### config.mk
export PLATFORM = sky130hd
export DESIGN_NAME = fdp_control_port
export DESIGN_NICKNAME = d
export VERILOG_FILES = /design/src/core/fdp_pkg.sv /design/src/core/fdp_fifo.sv /design/src/core/fdp_control_port.sv
export SDC_FILE = /design/constraint.sdc
export NUM_CORES = 1
export LEC_CHECK = 0
export BUFFER_PORTS_ARGS = -buffer_cell sky130_fd_sc_hd__buf_2
export CAP_MARGIN = 20
export CORE_MARGIN = 1.5
export CORE_UTILIZATION = 45
export CTS_CLUSTER_SIZE = 10
export DETAILED_ROUTE_END_ITERATION = 10
export HOLD_SLACK_MARGIN = 0.08
export RECOVER_POWER = 50
export SLEW_MARGIN = 20
export SYNTH_ARGS = -nofsm -noshare
export SYNTH_HDL_FRONTEND = slang
export SYNTH_SLANG_ARGS = --single-unit
### constraint.sdc
create_clock -name clk -period 5.8 [get_ports clk]
set_input_delay 0.29 -clock clk [delete_from_list [all_inputs] [get_ports clk]]
set_output_delay 0.29 -clock clk [all_outputs]
set_load 0.02 [all_outputs]
### src/core/fdp_pkg.sv
// Shared constants and carriers for the floppy drive control port
package fdp_pkg;
  localparam int unsigned CLK_HZ = 40000000;
  localparam int unsigned CLK_NS = 25;
  // Spin-up waits
  localparam int unsigned SPIN_SHORT_NS = 40;
  localparam int unsigned SPIN_LONG_MS = 1000;
  localparam int unsigned SPIN_SHORT_CYC = (SPIN_SHORT_NS + CLK_NS - 1) / CLK_NS;
  localparam int unsigned SPIN_LONG_CYC = SPIN_LONG_MS * (CLK_HZ / 1000);
  // Idle motor shut-off
  localparam int unsigned IDLE_OFF_MS = 3000;
  localparam int unsigned IDLE_OFF_CYC = IDLE_OFF_MS * (CLK_HZ / 1000);
  // Restore floor on step period
  localparam int unsigned RESTORE_MIN_MS = 8;
  localparam int unsigned RESTORE_MIN_CYC = RESTORE_MIN_MS * (CLK_HZ / 1000);
  // Step pulse width and one step-rate unit
  localparam int unsigned STEP_PULSE_NS = 1000;
  localparam int unsigned STEP_PULSE_CYC = STEP_PULSE_NS / CLK_NS;
  localparam int unsigned RATE_UNIT_US = 500;
  localparam int unsigned RATE_UNIT_CYC = RATE_UNIT_US * (CLK_HZ / 1000000);
  localparam int unsigned FIFO_DEPTH = 16;
  localparam int unsigned FIFO_WIDTH = 8;
  localparam logic [3:0] RATE_RESET = 4'h0;

  typedef enum logic {
    FDP_DIR_IN,
    FDP_DIR_OUT
  } fdp_dir_e;

  // Seek request from the command sequencer
  typedef struct packed {
    logic [7:0] steps;
    logic outward;
    logic restore;
    logic explicitRate;
    logic [3:0] rate;
  } fdp_seek_s;
endpackage

### src/core/fdp_fifo.sv
// Write-data FIFO with valid/ready on both sides
`timescale 1ns/10ps
`default_nettype none
module fdp_fifo #(
  parameter int unsigned WIDTH = 8,
  parameter int unsigned DEPTH = 16
) (
  input wire logic clk,
  input wire logic sys_rst,
  input wire logic inValid,
  output logic inReady,
  input wire logic [WIDTH-1:0] inData,
  output logic outValid,
  input wire logic outReady,
  output logic [WIDTH-1:0] outData
);
  localparam int unsigned AW = $clog2(DEPTH);
  logic [WIDTH-1:0] mem [DEPTH];
  logic [AW-1:0] wrPtr;
  logic [AW-1:0] rdPtr;
  logic [AW:0] count;
  logic doWr;
  logic doRd;

  assign inReady = (count != AW'(0) + (AW+1)'(DEPTH));
  assign outValid = (count != '0);
  assign doWr = inValid && inReady;
  assign doRd = outValid && outReady;
  assign outData = mem[rdPtr];

  always_ff @(posedge clk) begin
    if (doWr) begin
      mem[wrPtr] <= inData;
    end
  end

  always_ff @(posedge clk) begin
    if (sys_rst) begin
      wrPtr <= '0;
      rdPtr <= '0;
      count <= '0;
    end else begin
      if (doWr) begin
        wrPtr <= wrPtr + AW'(1);
      end
      if (doRd) begin
        rdPtr <= rdPtr + AW'(1);
      end
      if (doWr && !doRd) begin
        count <= count + (AW+1)'(1);
      end else if (doRd && !doWr) begin
        count <= count - (AW+1)'(1);
      end
    end
  end
endmodule // fdp_fifo
`default_nettype wire

### src/core/fdp_control_port.sv
// Floppy drive control port: select, motor, stepping and write path
// How it works
// Drive pulses rotation_marker once per revolution, marking track start.
// One-hot unit_select_lines address exactly one of four drives.
// Spin-up wait before read/write: 40 ns if jumper 0, else one second. Here only writes wait on driveReady; readBit is not held off.
// Motor switches off after about three seconds with no access.
// Drives load heads whenever spindle power is on.
// head_direction high steps outward, low steps inward.
// One step pulse per cylinder travelled, direction from head_direction.
// Step interval from internal rate, or from explicit command rate.
// Restore never steps faster than one pulse per 8 ms.
// Write data only passes while write_gate is asserted.
// Drive raises outer_cylinder_flag on the outermost cylinder.
// outer_cylinder_flag is sampled before every step pulse.
// No write while media_locked_flag is active.
// Drive delivers raw undecoded clock-and-data read stream.
// head_side_choice selects the disk surface.
// Every access restarts the motor idle timer.
`timescale 1ns/10ps
`default_nettype none
module fdp_control_port
  import fdp_pkg::*;
(
  input wire logic clk,
  input wire logic sys_rst,
  // Sequencer side
  input wire logic [1:0] driveNum,
  input wire logic sideSel,
  input wire logic motorReq,
  input wire logic spin_up_delay_select,
  input wire logic [3:0] internalRate,
  input wire logic seekStart,
  input wire fdp_seek_s seekCmd,
  output logic seekBusy,
  output logic seekDone,
  output logic atOuter,
  output logic driveReady,
  input wire logic writeReq,
  input wire logic wrValid,
  output logic wrReady,
  input wire logic [FIFO_WIDTH-1:0] wrData,
  output logic writeRefused,
  output logic readBit,
  output logic indexSeen,
  // Drive side
  input wire logic rotation_marker,
  input wire logic outer_cylinder_flag,
  input wire logic media_locked_flag,
  input wire logic raw_read_stream,
  output logic [3:0] unit_select_lines,
  output logic spindle_power_on,
  output logic head_direction,
  output logic stepPulse,
  output logic disk_write_bits,
  output logic write_gate,
  output logic head_side_choice
);
  typedef enum logic [1:0] {ST_IDLE, ST_CHECK, ST_PULSE, ST_WAIT} fdp_step_e;

  function automatic logic [3:0] decode_unit(input logic [1:0] n);
    decode_unit = 4'h1 << n;
  endfunction
  function automatic logic [31:0] rate_cycles(input logic [3:0] r);
    rate_cycles = (32'(r) + 32'h1) * RATE_UNIT_CYC;
  endfunction

  fdp_step_e state;
  logic [31:0] idleCnt;
  logic [31:0] spinCnt;
  logic [31:0] gapCnt;
  logic [31:0] gapLen;
  logic [7:0] stepsLeft;
  logic isRestore;
  logic access;
  logic writing;
  logic fifoValid;
  logic [FIFO_WIDTH-1:0] fifoData;
  logic [2:0] bitIdx;
  logic [FIFO_WIDTH-1:0] shiftReg;
  logic markPrev;
  logic shiftOn;

  assign access = seekStart || writeReq || (motorReq && !spindle_power_on);

  // -----------------------------------------------------------------
  // Drive select and side
  // -----------------------------------------------------------------
  always_ff @(posedge clk) begin
    if (sys_rst) begin
      unit_select_lines <= 4'h0;
      head_side_choice <= 1'b0;
    end else begin
      unit_select_lines <= decode_unit(driveNum);
      head_side_choice <= sideSel;
    end
  end

  // -----------------------------------------------------------------
  // Motor and idle timer; heads load with the motor on the drive side
  // -----------------------------------------------------------------
  always_ff @(posedge clk) begin
    if (sys_rst) begin
      spindle_power_on <= 1'b0;
      idleCnt <= '0;
    end else if (access && motorReq) begin
      spindle_power_on <= 1'b1;
      idleCnt <= '0;
    end else if (spindle_power_on) begin
      if (seekBusy || writing) begin
        idleCnt <= '0;
      end else if (idleCnt >= IDLE_OFF_CYC - 1) begin
        spindle_power_on <= 1'b0;
        idleCnt <= '0;
      end else begin
        idleCnt <= idleCnt + 32'h1;
      end
    end
  end

  // Spin-up wait gates every write; readBit is not held off by it
  always_ff @(posedge clk) begin
    if (sys_rst || !spindle_power_on) begin
      spinCnt <= '0;
      driveReady <= 1'b0;
    end else if (!driveReady) begin
      if (spinCnt >= (spin_up_delay_select ? SPIN_LONG_CYC : SPIN_SHORT_CYC) - 1) begin
        driveReady <= 1'b1;
      end
      spinCnt <= spinCnt + 32'h1;
    end
  end

  // -----------------------------------------------------------------
  // Stepper
  // -----------------------------------------------------------------
  always_ff @(posedge clk) begin
    if (sys_rst) begin
      state <= ST_IDLE;
      stepsLeft <= '0;
      isRestore <= 1'b0;
      head_direction <= 1'b0;
      gapLen <= '0;
      gapCnt <= '0;
      stepPulse <= 1'b0;
      seekDone <= 1'b0;
      atOuter <= 1'b0;
    end else begin
      seekDone <= 1'b0;
      case (state)
        ST_IDLE: begin
          if (seekStart) begin
            // Restore always heads outward and runs until the outer flag
            isRestore <= seekCmd.restore;
            stepsLeft <= seekCmd.steps;
            head_direction <= seekCmd.restore | seekCmd.outward;
            gapLen <= rate_cycles(seekCmd.explicitRate ? seekCmd.rate : internalRate);
            state <= ST_CHECK;
          end
        end
        ST_CHECK: begin
          atOuter <= outer_cylinder_flag;
          if (isRestore && gapLen < RESTORE_MIN_CYC) begin
            gapLen <= RESTORE_MIN_CYC;
          end
          if ((isRestore && outer_cylinder_flag) || (!isRestore && stepsLeft == 8'h0)) begin
            seekDone <= 1'b1;
            state <= ST_IDLE;
          end else begin
            stepPulse <= 1'b1;
            gapCnt <= '0;
            state <= ST_PULSE;
          end
        end
        ST_PULSE: begin
          gapCnt <= gapCnt + 32'h1;
          if (gapCnt >= STEP_PULSE_CYC - 1) begin
            stepPulse <= 1'b0;
            state <= ST_WAIT;
          end
        end
        ST_WAIT: begin
          gapCnt <= gapCnt + 32'h1;
          if (gapCnt >= gapLen - 1) begin
            if (!isRestore) begin
              stepsLeft <= stepsLeft - 8'h1;
            end
            state <= ST_CHECK;
          end
        end
        default: state <= ST_IDLE;
      endcase
    end
  end

  assign seekBusy = (state != ST_IDLE);

  // -----------------------------------------------------------------
  // Write path
  // -----------------------------------------------------------------
  // Write is refused on a locked disk; data then stays queued.
  assign writeRefused = media_locked_flag;

  always_ff @(posedge clk) begin
    if (sys_rst) begin
      writing <= 1'b0;
    end else begin
      writing <= writeReq && driveReady && !media_locked_flag;
    end
  end

  // A started byte is shifted out in full even when the queue runs dry behind it
  assign shiftOn = writing && !media_locked_flag && (fifoValid || bitIdx != 3'h7);
  fdp_fifo #(.WIDTH(FIFO_WIDTH), .DEPTH(FIFO_DEPTH)) wrFifo (
    .clk(clk),
    .sys_rst(sys_rst),
    .inValid(wrValid),
    .inReady(wrReady),
    .inData(wrData),
    .outValid(fifoValid),
    .outReady(shiftOn && bitIdx == 3'h7),
    .outData(fifoData)
  );

  always_ff @(posedge clk) begin
    if (sys_rst) begin
      bitIdx <= 3'h7;
      shiftReg <= '0;
      write_gate <= 1'b0;
      disk_write_bits <= 1'b0;
    end else begin
      write_gate <= shiftOn;
      if (shiftOn) begin
        disk_write_bits <= (bitIdx == 3'h7) ? fifoData[7] : shiftReg[7];
        shiftReg <= (bitIdx == 3'h7) ? {fifoData[6:0], 1'b0} : {shiftReg[6:0], 1'b0};
        bitIdx <= bitIdx + 3'h1;
      end else begin
        disk_write_bits <= 1'b0;
        bitIdx <= 3'h7;
      end
    end
  end

  // -----------------------------------------------------------------
  // Read stream and index
  // -----------------------------------------------------------------
  always_ff @(posedge clk) begin
    if (sys_rst) begin
      readBit <= 1'b0;
      markPrev <= 1'b0;
      indexSeen <= 1'b0;
    end else begin
      readBit <= raw_read_stream;
      markPrev <= rotation_marker;
      indexSeen <= rotation_marker && !markPrev;
    end
  end

  property p_motor_wait;
    @(posedge clk) disable iff (sys_rst)
    $rose(spindle_power_on) && !spin_up_delay_select |-> !driveReady [*2];
  endproperty
  a_motor_wait: assert property (p_motor_wait) else $error("ready too early");
  property p_restore_dir;
    @(posedge clk) disable iff (sys_rst)
    stepPulse && isRestore |-> head_direction;
  endproperty
  a_restore_dir: assert property (p_restore_dir) else $error("restore not outward");
  property p_gate_data;
    @(posedge clk) disable iff (sys_rst)
    disk_write_bits |-> write_gate;
  endproperty
  a_gate_data: assert property (p_gate_data) else $error("data without gate");
  property p_locked;
    @(posedge clk) disable iff (sys_rst)
    media_locked_flag |=> !writing && !write_gate;
  endproperty
  a_locked: assert property (p_locked) else $error("write while locked");
  property p_restore_floor;
    @(posedge clk) disable iff (sys_rst)
    state == ST_WAIT && isRestore |-> gapLen >= RESTORE_MIN_CYC;
  endproperty
  a_restore_floor: assert property (p_restore_floor) else $error("restore too fast");
  property p_one_select;
    @(posedge clk) disable iff (sys_rst)
    $past(!sys_rst) |-> $onehot(unit_select_lines);
  endproperty
  a_one_select: assert property (p_one_select) else $error("select not one-hot");
  property p_check_first;
    @(posedge clk) disable iff (sys_rst)
    $rose(stepPulse) |-> $past(state) == ST_CHECK;
  endproperty
  a_check_first: assert property (p_check_first) else $error("step without check");
  property p_side;
    @(posedge clk) disable iff (sys_rst)
    ##1 head_side_choice == $past(sideSel);
  endproperty
  a_side: assert property (p_side) else $error("side mismatch");
endmodule // fdp_control_port
`default_nettype wire

==> out/qor.yml <==
status:
  outcome: "finished, violations left"
  violations: "max-capacitance violations, max-slew violations"
power:
  internal_power_mw: 3.85
  power.combinational.fraction_pct: 17.1
  powerDensity_mw_per_mm2: 327
  sw_frac_of_total_pct: 27.8
  power_switching_mw: 1.48
  leakage_nw: 5.88
  clkPwrFrac_pct: 39.9
  peakVddDrop_v: 0.000250
  seq_power_share_pct: 43.0
place:
  dp_slack_ns: 1.12
  dpl.hpwl_microns: 21100
  io_buffers: 58
  gp_congestion: 0.821
grt:
  grt_max_degree: 73
  grt_antenna_before_repair: 0
  grt_usage_pct: 18.8
  grt_pass1_vias: 9777
  grt_pass1_wl_microns: 50500
  grt.overflow.total: 0
drt:
  vias: 10200
  ant_nets: 0
  first_pass_iters: 5
  drt-initial-drc-count: 600
  route.detailed.drc: 0
  post_drt_via_cell_ratio: 5.57
  wire_per_inst_microns: 16.7
  routed_wl_microns: 30700
die:
  core_sq_mm: 0.0316
  dieArea_sq_mm: 0.0332
  start_util_pct: 45.8
  die_width_microns: 182
  die_h_microns: 182
  io_pins: 59
  placementRows: 65
worst_setup_path:
  worstPathArrival_ns: 4.43
  cp-end-kind: "flop"
  critPathKind: "input port to flop"
  crit_required_ns: 6.02
  worst-path-max-fanout: 8
  startpoint_type: "input port"
synth:
  avgSynthCellArea_sq_um: 10.8
  synth_edf_count: 128
  yosysTopAreaCellShare_pct: 26.6
  synth.area.top_cells: "edfxtp_1, dfxtp_1, ha_1"
  ys_ff_latch: 294
  async_reset_ff_share_pct: 0
  synth_top_flop_cell: "dfxtp_1"
  syn_area_sq_mm: 0.0144
  synth_top_cell_by_area: "edfxtp_1"
  synth_seq_area_share_pct: 49.6
  yosysWarnings: 0
  synth_cells: 1335
  syn_nets: 1466
  yosysUniqueCellTypes: 80
cts:
  cts_buffers: 37
  cts_tree: "built"
  clk_pin_slew_ns: 0.06
  cts.sinks: 294
  clockBufferDepth: 3
  h-tree-depth: 2
  cts_resized: 0
  insertion_delay_ns: 0.54
  cts_root_buf: "clkbuf_16"
timing:
  finalHoldViolCount: 0
  fin_crit_sh_pct: 72.6
  maxSlewViolCount: 73
  maxSlewHeadroom_pct: -120
  finalSetupTns_ns: 0
  hold_ws_ns: 0.121
  finClkSkew_ns: 0.0127
  layout_setup_ws_ns: 1.59
  rsz0062_at_grt: "false"
  fmax_mhz: 238
  fin_crit_ns: 4.21
  setup_viol: 0
  worstMarginPinSlew_ns: 3.30
layout:
  diodes: 0
  area_growth_pct: 12.9
  postLayoutCoreUtil_pct: 51.7
  drive_above_1_share_pct: 10.8
  nNetsFinal: 1538
flow_run:
  maxCapViolations: 1
min_path:
  hold_class: "input port to flop"
[worst paths after layout]
path                                from                   endpoint  slack [ns]  depth (start not counted)
hold reg to reg      markPrev$_SDFF_PP0_       indexSeen$_SDFF_PP0_        0.39                          1
setup reg to reg  gapLen[9]$_SDFFE_PP0P_  stepsLeft[5]$_SDFFE_PP0P_        1.70                         14
hold / removal               seekCmd[11]  stepsLeft[4]$_SDFFE_PP0P_        0.12                          3
setup / recovery              seekCmd[4]    gapLen[18]$_SDFFE_PP0P_        1.59                         18
[repair_timing]
action / in CTS / in global routing
hold buffers: 17 / 0
setup endpoints to repair: 0 / 0
endpoints found under the hold margin: 16 / 0
buffers inserted: 0 / 0
[critical path, cell delays in order]
cell	delay, ns
buf_2	0.17
mux2i_1	0.20
buf_4	0.16
inv_1	0.08
ha_1	0.21
xnor2_1	0.50
inv_1	0.11
fa_1	0.50
inv_1	0.04
ha_1	0.29
ha_1	0.30
ha_1	0.22
a2111oi_0	0.40
a22oi_1	0.23
a211oi_1	0.32
o21bai_1	0.16
xnor2_1	0.15
a221oi_1	0.08
[state kept, by name, summed over array words and instances, names as in the netlist, 2 cells and up, named ones only]
signal and count:
spinCnt 32, bitIdx 3, stepsLeft 8, gapCnt 32, state 2, wrFifo.rdPtr 4
wrFifo.count 5, shiftReg 7, unit_select_lines 4, wrFifo.mem 128, idleCnt 32, gapLen 15
wrFifo.wrPtr 4
[power groups by stage]
stage          Clock, mW  Sequential [mW]  Combinational, mW
3_5_place_dp           0             2.33              0.909
3_3_place_gp           0             2.33              0.887
5_1_grt             2.26             2.30               1.03
2_1_floorplan          0             2.32              0.687
6_report            2.13             2.29              0.910
4_1_cts             2.18             2.29              0.921
[cells by family (layout without fill, tap and decap cells)]
kind of cell,after synthesis,in the layout,synth area share (%)
simple gates,476,476,16.5
flops,294,294,49.6
buf+inv,108,204,3.21
fa+ha+maj,90,90,8.00
xor+xnor,76,76,4.61
mux,58,58,7.40
compound gates,233,233,10.7
[final cells by class]
type,count,area (sq um)
clock inverters,7,87.6
multi-input cells,933,6810
fillers,2770,15200
well taps,402,503
inverters,54,203
clock buffers,56,1040
flip-flops and latches,294,7170
repair buffers,87,502
[cells in the mapped netlist, types with 5 or more instances]
cell	instances
a21oi_1	72
inv_1	52
nor2b_1	11
and4_1	8
edfxtp_1	128
nand2b_1	8
o21ai_1	8
o31ai_1	13
mux4_2	39
nor4_1	20
a22oi_1	10
a211oi_1	12
nor2_1	147
a221oi_1	8
dfxtp_1	166
mux2i_1	19
or3_1	23
nand2_1	84
nor3b_1	6
and3_1	21
clkbuf_1	35
a21o_1	10
o21ai_0	50
o32ai_1	6
or2_2	6
buf_2	11
nor3_1	29
a31oi_1	8
and2_1	5
xnor2_1	41
ha_1	86
xor2_1	35
nand3_1	62
nand4_1	22
[routing by layer]
metal	part of all wire, %	wire (microns)	global-route usage [%]	vias up
li1	-	-	-	5071
met1	48	14700	26.0	4919
met2	46	14200	30.8	167
met3	3.8	1180	2.83	45
met4	2.0	608	5.49	0
met5	0	0	0	-
[metrics by stage]
step	std cells	power [mW]	area, sq um
3_3_place_gp	1753	3.22	15100
2_1_floorplan	1335	3.01	14400
6_report	1833	5.33	16300
3_5_place_dp	1753	3.24	15100
4_1_cts	1833	5.39	16400
5_1_grt	1833	5.59	16300
[cells in the final DEF (no fill, tap or decap), drive strengths merged, types with 22 or more instances in the layout]
cell / netlist / final
nand2: 84 / 84
buf: 19 / 39
ha: 86 / 86
o21ai: 59 / 59
clkbuf: 35 / 87
mux4: 39 / 39
nor2: 148 / 148
inv: 54 / 55
edfxtp: 128 / 128
nand4: 23 / 23
dfxtp: 166 / 166
xnor2: 41 / 41
a21oi: 73 / 73
nand3: 62 / 62
xor2: 35 / 35
nor4: 22 / 22
nor3: 31 / 31
or3: 23 / 23
Note: power is estimated with default switching activity, not from simulation.
